`config.mk`:
```
export PLATFORM = sky130hd
export DESIGN_NAME = asl_audio_follow
export DESIGN_NICKNAME = d
export VERILOG_FILES = /design/src/verilog/asl_audio_follow.v
export VERILOG_INCLUDE_DIRS = /design/src /design/src/shared
export SDC_FILE = /design/constraint.sdc
export NUM_CORES = 1
export LEC_CHECK = 0
export CAP_MARGIN = 20
export CORE_MARGIN = 10
export CORE_UTILIZATION = 55
export CTS_BUF_LIST = sky130_fd_sc_hd__clkbuf_16
export CTS_CLUSTER_DIAMETER = 200
export DETAILED_ROUTE_END_ITERATION = 8
export DONT_BUFFER_PORTS = 1
export PLACE_DENSITY_LB_ADDON = 0.2
export SYNTH_ARGS = -nofsm -noshare
export SYNTH_HDL_FRONTEND = slang
export SYNTH_SLANG_ARGS = --single-unit
```
`constraint.sdc`:
```
create_clock -name clk_sys -period 13.99 [get_ports clk_sys]
set_input_delay 1.399 -clock clk_sys [delete_from_list [all_inputs] [get_ports clk_sys]]
set_output_delay 1.399 -clock clk_sys [all_outputs]
set_load 0.01 [all_outputs]
```
`src/shared/asl_defines.vh`:
```
`ifndef ASL_DEFINES_VH
`define ASL_DEFINES_VH

// register offsets
`define ASL_CFG_A_ADDR      8'h2A
`define ASL_CFG_B_ADDR      8'h2B

// reset values
`define ASL_CFG_A_RESET     8'h03
`define ASL_CFG_B_RESET     8'h00

// config a fields
`define ASL_GAIN_HI         7
`define ASL_GAIN_LO         5
`define ASL_SYNC_MODE_BIT   4
`define ASL_AUTO_LEVEL_BIT  3
`define ASL_FOLLOW_BIT      2
`define ASL_SRC_HI          1
`define ASL_SRC_LO          0
`define ASL_SRC_SINGLE      2'h0
`define ASL_SRC_NONE        2'h3

// config b fields
`define ASL_AVG_BIT         4
`define ASL_MAP_HI          3
`define ASL_MAP_LO          2
`define ASL_SPEED_HI        1
`define ASL_SPEED_LO        0
`define ASL_CFG_B_MASK      8'h1F

// mapping codes
`define ASL_MAP_PARTLY      2'h0
`define ASL_MAP_NONOVL      2'h1
`define ASL_MAP_OVL         2'h2
`define ASL_RANGE_HIGH      2'h0

// sample rate and filter timing
`define ASL_SAMPLE_HZ       16000
`define ASL_DC_CORNER_HZ    400
`define ASL_DC_SHIFT        4'h3
`define ASL_LP1_SHIFT_WIDE  4'h3
`define ASL_LP1_SHIFT_NARR  4'h4
`define ASL_LP2_SHIFT_WIDE  4'h1
`define ASL_LP2_SHIFT_NARR  4'h2
`define ASL_SLOW_AMP_MHZ    3800
`define ASL_SLOW_FREQ_MHZ   7600
`define ASL_DECAY_BASE      4'h4

// automatic level
`define ASL_AGC_WINDOW      8'hFF
`define ASL_AGC_HIGH        15'h6000
`define ASL_AGC_LOW         15'h1000

// amplitude mapping thresholds
`define ASL_THR_THIRD       8'h55
`define ASL_THR_2THIRD      8'hAA
`define ASL_THR_QUART       8'h40
`define ASL_THR_HALF        8'h80
`define ASL_THR_3QUART      8'hC0

`endif

```
`src/verilog/asl_audio_follow.v`:
```
// Summary of operation
// - manual gain code 0..7 gives 0 to 21 dB in 3 dB steps, zero default.
// - mode bit clear selects amplitude follow, set selects frequency-band follow.
// - auto-level bit set adapts gain; clear uses manual gain code.
// - follow-enable bit turns sync on, default off; adaptive gain starts at manual code.
// - source code 00 selects single-ended input, 11 no input (default); 01/10 unused.
// - averaging bit has no effect while audio follow is running.
// - response code 00 fastest, 01 fast, 10 medium, 11 slow.
// - slowest setting limits modulation to 3.8 Hz amplitude, 7.6 Hz frequency mode.
// - frequency mode mapping 00 wide range to 8 kHz, 01 narrow to 4 kHz.
// - frequency mode drives red from low, blue from mid, green from high band.
// - amplitude mapping 01 non-overlapping, 00 partly overlapping, 10 overlapping.
// - dc removed by high-pass stage with corner at 400 Hz.
// - amplitude mode uses peak detection; frequency mode a three-band filter.
`timescale 1ns/1ps
`default_nettype none
`include "asl_defines.vh"

module asl_audio_follow (
  input  wire        clk_sys,       // 125 MHz system clock
  input  wire        rst_n,         // async reset, active low
  input  wire [7:0]  reg_addr,      // register offset
  input  wire [7:0]  reg_wdata,     // write data
  input  wire        reg_wr,        // write strobe
  input  wire        reg_rd,        // read strobe
  output reg  [7:0]  reg_rdata,     // read data, valid cycle after reg_rd
  input  wire [11:0] audio_sample,  // signed converter sample
  input  wire        audio_valid,   // one-cycle sample strobe
  output reg  [7:0]  led_red,       // red brightness
  output reg  [7:0]  led_green,     // green brightness
  output reg  [7:0]  led_blue,      // blue brightness
  output reg  [2:0]  gain_now,      // gain code in use
  output reg         follow_active  // sync running on a real source
);

  reg  [7:0] audio_follow_config_a;
  reg  [7:0] audio_follow_config_b;

  wire [2:0] gain_code     = audio_follow_config_a[`ASL_GAIN_HI:`ASL_GAIN_LO];
  wire       freq_mode     = audio_follow_config_a[`ASL_SYNC_MODE_BIT];
  wire       auto_level_on = audio_follow_config_a[`ASL_AUTO_LEVEL_BIT];
  wire       follow_on     = audio_follow_config_a[`ASL_FOLLOW_BIT];
  wire [1:0] src_sel       = audio_follow_config_a[`ASL_SRC_HI:`ASL_SRC_LO];
  wire       averaging_on  = audio_follow_config_b[`ASL_AVG_BIT];
  wire [1:0] map_code      = audio_follow_config_b[`ASL_MAP_HI:`ASL_MAP_LO];
  wire [1:0] speed_code    = audio_follow_config_b[`ASL_SPEED_HI:`ASL_SPEED_LO];

  // averaging_on is stored for readback only
  wire       run = follow_on && (src_sel == `ASL_SRC_SINGLE);

  // gain in 1/16 steps, 3 dB apart
  function [7:0] gain_q4;
    input [2:0] code;
    begin
      case (code)
        3'h0:    gain_q4 = 8'h10;
        3'h1:    gain_q4 = 8'h17;
        3'h2:    gain_q4 = 8'h20;
        3'h3:    gain_q4 = 8'h2D;
        3'h4:    gain_q4 = 8'h40;
        3'h5:    gain_q4 = 8'h5A;
        3'h6:    gain_q4 = 8'h80;
        default: gain_q4 = 8'hB3;
      endcase
    end
  endfunction

  // envelope decay shift; frequency mode decays twice as fast
  function [3:0] decay_shift;
    input [1:0] speed;
    input       fmode;
    begin
      decay_shift = `ASL_DECAY_BASE + {1'b0, speed, 1'b0} - {3'h0, fmode};
    end
  endfunction

  //////////////////////////////////////////////////////////////////////////////
  // register access
  always @(posedge clk_sys or negedge rst_n) begin
    if (!rst_n) begin
      audio_follow_config_a <= `ASL_CFG_A_RESET;
      audio_follow_config_b <= `ASL_CFG_B_RESET;
      reg_rdata             <= 8'h00;
    end else begin
      if (reg_wr && reg_addr == `ASL_CFG_A_ADDR)
        audio_follow_config_a <= reg_wdata;
      if (reg_wr && reg_addr == `ASL_CFG_B_ADDR)
        audio_follow_config_b <= reg_wdata & `ASL_CFG_B_MASK;
      if (reg_rd) begin
        case (reg_addr)
          `ASL_CFG_A_ADDR: reg_rdata <= audio_follow_config_a;
          `ASL_CFG_B_ADDR: reg_rdata <= audio_follow_config_b;
          default:         reg_rdata <= 8'h00;
        endcase
      end
    end
  end

  //////////////////////////////////////////////////////////////////////////////
  // dc remover and gain
  wire signed [15:0] x16   = {{4{audio_sample[11]}}, audio_sample};
  reg  signed [23:0] dc_est;
  wire signed [15:0] hp    = x16 - dc_est[23:8];
  wire signed [23:0] dc_step = $signed({hp, 8'h00}) >>> `ASL_DC_SHIFT;
  reg  signed [15:0] hp_r;
  wire signed [24:0] prod  = hp_r * $signed({1'b0, gain_q4(gain_now)});
  wire signed [20:0] prod4 = prod[24:4];
  wire signed [15:0] gained = (prod4 > 21'sh007FFF) ? 16'sh7FFF :
                              (prod4 < -21'sh008000) ? 16'sh8000 : prod4[15:0];
  reg                stage2;

  always @(posedge clk_sys or negedge rst_n) begin
    if (!rst_n) begin
      dc_est <= 24'h000000;
      hp_r   <= 16'h0000;
      stage2 <= 1'b0;
    end else begin
      stage2 <= audio_valid && run;
      if (!run) begin
        dc_est <= 24'h000000;
        hp_r   <= 16'h0000;
      end else if (audio_valid) begin
        dc_est <= dc_est + dc_step;
        hp_r   <= hp;
      end
    end
  end

  //////////////////////////////////////////////////////////////////////////////
  // three-band split
  reg  signed [23:0] lp1;
  reg  signed [23:0] lp2;
  wire               wide   = (map_code == `ASL_RANGE_HIGH);
  wire [3:0]         sh1    = wide ? `ASL_LP1_SHIFT_WIDE : `ASL_LP1_SHIFT_NARR;
  wire [3:0]         sh2    = wide ? `ASL_LP2_SHIFT_WIDE : `ASL_LP2_SHIFT_NARR;
  wire signed [15:0] d1     = gained - lp1[23:8];
  wire signed [15:0] d2     = gained - lp2[23:8];
  wire signed [15:0] band_lo  = lp1[23:8];
  wire signed [15:0] band_mid = lp2[23:8] - lp1[23:8];
  wire signed [15:0] band_hi  = d2;

  always @(posedge clk_sys or negedge rst_n) begin
    if (!rst_n) begin
      lp1 <= 24'h000000;
      lp2 <= 24'h000000;
    end else if (!run) begin
      lp1 <= 24'h000000;
      lp2 <= 24'h000000;
    end else if (stage2) begin
      lp1 <= lp1 + ($signed({d1, 8'h00}) >>> sh1);
      lp2 <= lp2 + ($signed({d2, 8'h00}) >>> sh2);
    end
  end

  //////////////////////////////////////////////////////////////////////////////
  // peak envelopes with speed-dependent decay
  wire [3:0]  dshift = decay_shift(speed_code, freq_mode);
  wire [47:0] env_in;
  wire [44:0] env_all;
  assign env_in = freq_mode ? {band_hi, band_mid, band_lo} : {gained, gained, gained};

  genvar gi;
  generate
    for (gi = 0; gi < 3; gi = gi + 1) begin : g_env
      wire signed [15:0] sv  = env_in[gi*16 +: 16];
      wire [15:0]        mag16 = sv[15] ? (16'h0000 - sv) : sv;
      wire [14:0]        mag = mag16[15] ? 15'h7FFF : mag16[14:0];
      reg  [14:0]        env;
      wire [14:0]        decayed = env - (env >> dshift);
      always @(posedge clk_sys or negedge rst_n) begin
        if (!rst_n)
          env <= 15'h0000;
        else if (!run)
          env <= 15'h0000;
        else if (stage2)
          env <= (mag > decayed) ? mag : decayed;
      end
      assign env_all[gi*15 +: 15] = env;
    end
  endgenerate

  //////////////////////////////////////////////////////////////////////////////
  // automatic level
  reg  [7:0] agc_cnt;
  reg        auto_prev;
  reg        agc_hi_seen;

  always @(posedge clk_sys or negedge rst_n) begin
    if (!rst_n) begin
      gain_now    <= 3'h0;
      agc_cnt     <= 8'h00;
      auto_prev   <= 1'b0;
      agc_hi_seen <= 1'b0;
    end else begin
      auto_prev <= auto_level_on && run;
      if (!(auto_level_on && run)) begin
        gain_now    <= gain_code;
        agc_cnt     <= 8'h00;
        agc_hi_seen <= 1'b0;
      end else if (!auto_prev) begin
        gain_now    <= gain_code;
        agc_cnt     <= 8'h00;
        agc_hi_seen <= 1'b0;
      end else if (stage2) begin
        if (env_all[14:0] > `ASL_AGC_LOW)
          agc_hi_seen <= 1'b1;
        if (env_all[14:0] > `ASL_AGC_HIGH && gain_now != 3'h0) begin
          gain_now    <= gain_now - 3'h1;
          agc_cnt     <= 8'h00;
          agc_hi_seen <= 1'b0;
        end else if (agc_cnt == `ASL_AGC_WINDOW) begin
          agc_cnt     <= 8'h00;
          agc_hi_seen <= 1'b0;
          if (!agc_hi_seen && env_all[14:0] <= `ASL_AGC_LOW && gain_now != 3'h7)
            gain_now <= gain_now + 3'h1;
        end else begin
          agc_cnt <= agc_cnt + 8'h01;
        end
      end
    end
  end

  //////////////////////////////////////////////////////////////////////////////
  // colour mapping
  wire [7:0] lvl = env_all[14:7];
  reg  [7:0] next_red;
  reg  [7:0] next_green;
  reg  [7:0] next_blue;

  always @* begin
    next_red   = 8'h00;
    next_green = 8'h00;
    next_blue  = 8'h00;
    if (freq_mode) begin
      next_red   = env_all[14:7];
      next_blue  = env_all[29:22];
      next_green = env_all[44:37];
    end else begin
      case (map_code)
        `ASL_MAP_NONOVL: begin
          next_red   = (lvl < `ASL_THR_THIRD) ? lvl : 8'h00;
          next_green = (lvl >= `ASL_THR_THIRD && lvl < `ASL_THR_2THIRD) ? lvl : 8'h00;
          next_blue  = (lvl >= `ASL_THR_2THIRD) ? lvl : 8'h00;
        end
        `ASL_MAP_OVL: begin
          next_red   = lvl;
          next_green = (lvl >= `ASL_THR_QUART) ? lvl : 8'h00;
          next_blue  = (lvl >= `ASL_THR_HALF) ? lvl : 8'h00;
        end
        default: begin
          next_red   = (lvl < `ASL_THR_HALF) ? lvl : 8'h00;
          next_green = (lvl >= `ASL_THR_QUART && lvl < `ASL_THR_3QUART) ? lvl : 8'h00;
          next_blue  = (lvl >= `ASL_THR_HALF) ? lvl : 8'h00;
        end
      endcase
    end
  end

  always @(posedge clk_sys or negedge rst_n) begin
    if (!rst_n) begin
      led_red       <= 8'h00;
      led_green     <= 8'h00;
      led_blue      <= 8'h00;
      follow_active <= 1'b0;
    end else begin
      follow_active <= run;
      led_red       <= run ? next_red : 8'h00;
      led_green     <= run ? next_green : 8'h00;
      led_blue      <= run ? next_blue : 8'h00;
    end
  end

endmodule // asl_audio_follow
`default_nettype wire

```
==> results.sh, run 1 <==
export IMPL_status="finished clean"
export IMPL_ys_flop_type="dfrtp_1"
export IMPL_grtUsageTotal_pct=27.54
export IMPL_ys_types=97
export IMPL_io_buffers=0
export IMPL_worstMarginPinSlew_ns=1.013
export IMPL_dp_cells=3651
export IMPL_cts_tree="yes"
export IMPL_fin_area_sq_um=26130
export IMPL_area_growth_pct=4.389
export IMPL_clkSinkCount=180
export IMPL_layout_nets=3490
export IMPL_synth_seq_cells=180
export IMPL_layout_commonest_cell="inv_1"
export IMPL_cts_root_buf="clkbuf_16"
export IMPL_reg2reg_slack_ns=1.12
export IMPL_critPathMaxFanout=24
export IMPL_cp_slowest_cell="or3_1"
export IMPL_rsz0062_at_grt="false"
export IMPL_layout_common_cells="308 x inv_1, 299 x nand2_1, 272 x ha_1"
export IMPL_worst_r2r_cell_count=51
export IMPL_viasPerCell=6.243
export IMPL_dpl_worst_slack_ns=1.078
export IMPL_post_cts_buffers=0
export IMPL_synth_area_sq_um=25030
export IMPL_vdd_drop_max_mv=0.09256
export IMPL_overflow=0
export IMPL_setup_viol=0
export IMPL_drcViolationCount=0
export IMPL_seqCellArea_sq_um=4512
export IMPL_end_kind="flip-flop"
export IMPL_antenna_cells=0
export IMPL_avgSynthCellArea_sq_um=7.941
export IMPL_wl_per_cell_um=20.23
export IMPL_fillers=4071
export IMPL_antenna_found_initial=1
export IMPL_die_height_um=233.3
export IMPL_finalSetupTns_ns=0
export IMPL_yosysWarnings=0
export IMPL_whs_ns=0.5100
export IMPL_slew_violations=0
export IMPL_critPathKind="flip-flop to flip-flop"
export IMPL_ios=69
export IMPL_rows=78
export IMPL_grt_max_degree=181
export IMPL_drt_first_pass_iters=5
export IMPL_fin_crit_ns=12.87
export IMPL_initial_core_util_pct=55.39
export IMPL_async_flop_share_pct=100.0
export IMPL_ant_nets=0
export IMPL_path_clk_slew_ns=0.08
export IMPL_via_count=23000
export IMPL_worstPathArrival_ns=13.29
export IMPL_dp_hpwl_um=57840
export IMPL_grt_pass1_wl_um=119700
export IMPL_drive_gt1_share_pct=5.058
export IMPL_insertion_delay_ns=0.52
export IMPL_ys_seq_area_share_pct=18.01
export IMPL_dieArea_sq_um=54440
export IMPL_startpoint_type="flip-flop"
export IMPL_slew_headroom_pct=32.46
export IMPL_wirelength_um=74540
export IMPL_power_leakage_nw=12.45
export IMPL_powerDensity_nw_per_um2=85.40
export IMPL_required_ns=14.41
export IMPL_fmax_mhz=77.72
export IMPL_clk_path_buf_depth=2
export IMPL_numCtsBuffers=17
export IMPL_hold_buffers=0
export IMPL_min_path_type="flip-flop to flip-flop"
export IMPL_post_route_period_util_pct=91.97
export IMPL_synthCells=3152
export IMPL_layoutNonFillerInstCount=3684
export IMPL_hold_viol=0
export IMPL_hold_path_depth=1
export IMPL_drv_cap=0
export IMPL_multi_input_area_sq_um=18920
export IMPL_grt_pass1_vias=22270
export IMPL_synth_edf_count=0
export IMPL_fp_dieW_um=233.3
export IMPL_slowest_delay_ns=0.64
export IMPL_place_congestion=1.015
export IMPL_drtIter0Drc=2058
export IMPL_place_area_sq_um=25500
export IMPL_fin_skew_ns=0.01617
export IMPL_setup_slack_ns=1.123
export IMPL_h_tree_depth=4
export IMPL_core_sq_um=45190
## worst paths after layout
path / end / startpoint
worst max-delay path: g_env[2].env[14]$_DFFE_PN0P_ / gain_now[0]$_DFFE_PN0P_
min in group asynchronous: reg_rdata[6]$_DFFE_PN0P_ / rst_n
max in group asynchronous: stage2$_DFF_PN0_ / rst_n
worst max register to register: g_env[2].env[14]$_DFFE_PN0P_ / gain_now[0]$_DFFE_PN0P_
worst min register to register: agc_cnt[3]$_DFFE_PN0P_ / agc_cnt[3]$_DFFE_PN0P_
worst min-delay path: agc_cnt[3]$_DFFE_PN0P_ / agc_cnt[3]$_DFFE_PN0P_
## layout make-up
cell class | instances | share of cell area [%]
Tap cell | 600 | 2.873
Inverter | 312 | 4.482
Timing Repair Buffer | 25 | 0.7327
Multi-Input combinational cell | 2535 | 72.41
Clock inverter | 15 | 0.6081
Sequential cell | 180 | 17.27
Clock buffer | 17 | 1.628
## timing repair
item,in CTS,in global routing
endpoints found under the setup margin,0,3
endpoints found under the hold margin,0,0
resized for setup,0,5
## per-layer routing
| layer | vias to the layer above | GRT usage (%) | routed length, um | part of all wire (%) |
|---|---|---|---|---|
| met1 | 11140 | 37.00 | 33130 | 44 |
| met2 | 881 | 43.91 | 33700 | 45 |
| li1 | 10840 | - | - | - |
| met5 | - | 0 | 0 | 0 |
| met4 | 0 | 10.75 | 2542 | 3.4 |
| met3 | 138 | 4.101 | 5173 | 6.9 |
## critical path: cells and delay by family, from the launching register on
kind | cells | cell delay, ns
compound gates | 20 | 3.97
simple gates | 14 | 3.44
flops | 1 | 0.50
mux | 1 | 0.22
buf+inv | 6 | 0.56
xor+xnor | 1 | 0.24
fa+ha+maj | 9 | 3.78
## power breakdown
group	internal (mW)	switching, mW	total (mW)
clock	0.239	0.264	0.503
combinational	0.468	0.725	1.19
sequential	0.525	0.0101	0.535
## logic make-up (layout without fill, tap and decap cells)
family / Yosys count / after routing / synth area share (%)
buf+inv: 441 / 369 / 6.728
simple gates: 979 / 979 / 18.58
flops: 180 / 180 / 18.01
fa+ha+maj: 386 / 386 / 22.68
xor+xnor: 184 / 184 / 6.608
mux: 127 / 127 / 5.689
compound gates: 854 / 854 / 21.69
other cells: 1 / 5 / 0.01498
## cell usage after synthesis (all sizes together) (20+ instances only)
master,n,share of area (%)
nor2,252,3.8
dfrtp,178,18
nand2,300,4.5
nand3,70,1.4
and2,101,2.5
and3,28,0.70
o21ai,227,4.6
xnor2,108,3.8
mux2i,86,3.4
a211oi,46,1.4
nor3,55,1.1
a21o,61,1.8
or2,20,0.50
a31oi,27,0.67
buf,42,0.74
xor2,73,2.6
o211ai,22,0.66
nand2b,30,0.75
fa,113,9.0
a21oi,232,4.7
o21a,39,1.2
nor2b,46,1.1
ha,273,14
mux2,32,1.4
inv,311,4.7
nand4,23,0.57
o31ai,22,0.68
o21bai,25,0.75
clkbuf,87,1.3
## sequential cells by signal (all words and copies together) (netlist names), 16 cells and up
name,flops
dc_est,19
g_env.env,45
hp_r,16
lp1,22
lp2,18
## stage by stage
stage | power, mW | util (%)
global placement | 1.671 | 56.41
finish | 2.231 | 57.83
CTS | 2.215 | 57.72
floorplan | 1.446 | -
global route | 2.387 | 57.83
detailed placement | 1.706 | 56.43
Note: power is estimated with default switching activity, not from simulation.
==> run 2: changes to the inputs <==
--- a/config.mk
+++ b/config.mk
@@ -9,7 +9,7 @@
 export CAP_MARGIN = 20
 export CORE_MARGIN = 10
 export CORE_UTILIZATION = 55
-export CTS_BUF_LIST = sky130_fd_sc_hd__clkbuf_16
+export CTS_BUF_LIST = sky130_fd_sc_hd__clkbuf_8
 export CTS_CLUSTER_DIAMETER = 200
 export DETAILED_ROUTE_END_ITERATION = 8
 export DONT_BUFFER_PORTS = 1
==> run 2 against run 1 <==
Hold slack lost 0.016 ns; first-iteration DRC count is 3.4% lower; via count down 0.40%; sequential share of layout area grew 0.13 points; clock skew up 0.011 ns; sequential power hardly changed; worst setup slack gained 0.033 ns; count of clock-buffer cells in the layout is the same; global-route usage barely moved; power fell by 5.5%; register-to-register slack improved by 0.03 ns; largest power group unchanged; highest routed layer unchanged.
==> results.sh, run 2 (synthesized netlist as in run 1, its figures left out) <==
export IMPL_status="finished clean"
export IMPL_crit_family="compound AO/OA/AOI/OAI gates"
export IMPL_antenna_found_initial=1
export IMPL_worst_path_buf_inv=4
export IMPL_layout_common_cells="308 x inv_1, 299 x nand2_1, 272 x ha_1"
export IMPL_path_clk_slew_ns=0.11
export IMPL_clk_path_buf_depth=2
export IMPL_layout_nets=3490
export IMPL_place_congestion=1.015
export IMPL_overflow=0
export IMPL_ios=69
export IMPL_power_leakage_nw=12.37
export IMPL_setup_viol=0
export IMPL_critPathMaxFanout=18
export IMPL_clkSinkCount=180
export IMPL_core_sq_um=45190
export IMPL_fp_dieW_um=233.3
export IMPL_drtIter0Drc=1987
export IMPL_startpoint_type="flip-flop"
export IMPL_cp_slowest_cell="fa_1"
export IMPL_worstMarginPinSlew_ns=0.9679
export IMPL_grt_pass1_wl_um=119600
export IMPL_area_growth_pct=3.624
export IMPL_wl_per_cell_um=20.17
export IMPL_drcViolationCount=0
export IMPL_whs_ns=0.4936
export IMPL_via_count=22910
export IMPL_largest_register="g_env.env"
export IMPL_reg2reg_slack_ns=1.16
export IMPL_drt_first_pass_iters=8
export IMPL_cts_tree="yes"
export IMPL_required_ns=14.48
export IMPL_drv_cap=0
export IMPL_slew_violations=0
export IMPL_largest_reg_flops=45
export IMPL_rows=78
export IMPL_grtUsageTotal_pct=27.52
export IMPL_initial_core_util_pct=55.39
export IMPL_vdd_drop_max_mv=0.09315
export IMPL_hold_viol=0
export IMPL_dieArea_sq_um=54440
export IMPL_crit_cells=50
export IMPL_numCtsBuffers=17
export IMPL_grt_pass1_vias=22270
export IMPL_worstPathArrival_ns=13.32
export IMPL_top_regs="g_env.env x45, lp1 x22, dc_est x19"
export IMPL_worst_r2r_cell_count=50
export IMPL_post_route_period_util_pct=91.73
export IMPL_die_height_um=233.3
export IMPL_layout_commonest_cell="inv_1"
export IMPL_fmax_mhz=77.92
export IMPL_insertion_delay_ns=0.59
export IMPL_grt_max_degree=181
export IMPL_min_path_type="input pin to asynchronous set/reset pin"
export IMPL_h_tree_depth=4
export IMPL_cpMostUsedCell="o21a_1"
export IMPL_cts_root_buf="clkbuf_8"
export IMPL_drive_gt1_share_pct=5.058
export IMPL_wirelength_um=74320
export IMPL_seqCellArea_sq_um=4512
export IMPL_viasPerCell=6.218
export IMPL_critPathKind="flip-flop to flip-flop"
export IMPL_multi_input_area_sq_um=18920
export IMPL_hold_buffers=0
export IMPL_slew_headroom_pct=35.47
export IMPL_powerDensity_nw_per_um2=81.33
export IMPL_end_kind="flip-flop"
export IMPL_layoutNonFillerInstCount=3684
export IMPL_fillers=4100
export IMPL_dp_cells=3651
export IMPL_io_buffers=0
export IMPL_finalSetupTns_ns=0
export IMPL_dp_hpwl_um=57840
export IMPL_ant_nets=0
export IMPL_antenna_cells=0
export IMPL_rsz0062_at_grt="false"
export IMPL_slowest_delay_ns=0.66
export IMPL_fin_skew_ns=0.02731
export IMPL_fin_crit_ns=12.83
==> run 2: cell counts in the layout (fill, tap and decap cells not counted) <==
No cell type changed its count.
==> run 2: cell type report <==
| cell class | instances | area share [%] |
|---|---|---|
| inverter | 312 | 4.515 |
| clock buffer | 17 | 0.9021 |
| multi-input combinational | 2535 | 72.94 |
| timing repair buffer | 25 | 0.7381 |
| clock inverter | 15 | 0.6126 |
| tap | 600 | 2.894 |
| sequential | 180 | 17.40 |
==> run 2: what timing repair did <==
item / in CTS / in global routing
buffers inserted: 0 / 0
resized for setup: 0 / 5
setup endpoints to repair: 0 / 3
==> run 2: worst register-to-register path, delay by kind of cell (launching register included) <==
kind / cells / cell delay [ns]
buffers and inverters: 4 / 0.45
multiplexers: 1 / 0.22
AO/OA/AOI/OAI: 23 / 4.96
flip-flops: 1 / 0.51
AND/OR/NAND/NOR: 11 / 2.53
adder cells (fa/ha/maj): 10 / 3.87
XOR/XNOR: 1 / 0.24
==> run 2: stage by stage <==
step | power (mW) | worst slack, ns | utilization (%) | cell area (sq um)
2_1_floorplan | 1.446 | 2.101 | - | 25050
3_3_place_gp | 1.671 | 1.516 | 56.41 | 25490
3_5_place_dp | 1.706 | 1.078 | 56.43 | 25500
4_1_cts | 2.096 | 1.009 | 57.30 | 25890
5_1_grt | 2.267 | 0.02867 | 57.40 | 25940
6_report | 2.109 | 1.156 | 57.40 | 25940
==> run 2: layer usage <==
| layer | routed length (um) | vias to the layer above | track usage (%) | part of all wire, % |
|---|---|---|---|---|
| met1 | 32940 | 11140 | 37.09 | 44 |
| met5 | 0 | - | 0 | 0 |
| met2 | 33850 | 805 | 43.96 | 46 |
| met3 | 5184 | 125 | 4.028 | 7.0 |
| li1 | - | 10840 | - | - |
| met4 | 2348 | 0 | 10.35 | 3.2 |
==> run 2: final timing paths <==
| path | from | to |
|---|---|---|
| setup / recovery | gain_now[0]$_DFFE_PN0P_ | g_env[2].env[14]$_DFFE_PN0P_ |
| hold / removal | rst_n | reg_rdata[6]$_DFFE_PN0P_ |
| setup reg to reg | gain_now[0]$_DFFE_PN0P_ | g_env[2].env[14]$_DFFE_PN0P_ |
| hold reg to reg | agc_cnt[3]$_DFFE_PN0P_ | agc_cnt[3]$_DFFE_PN0P_ |
| max in group asynchronous | rst_n | hp_r[9]$_DFFE_PN0P_ |
| min in group clk_sys | agc_cnt[3]$_DFFE_PN0P_ | agc_cnt[3]$_DFFE_PN0P_ |
==> run 2: power by group <==
part	total [mW]	leakage, nW	switching [mW]	internal (mW)
Combinational	1.19	9.68	0.725	0.468
Clock	0.380	0.201	0.246	0.134
Sequential	0.535	2.49	0.0101	0.525
Total	2.11	12.4	0.982	1.13
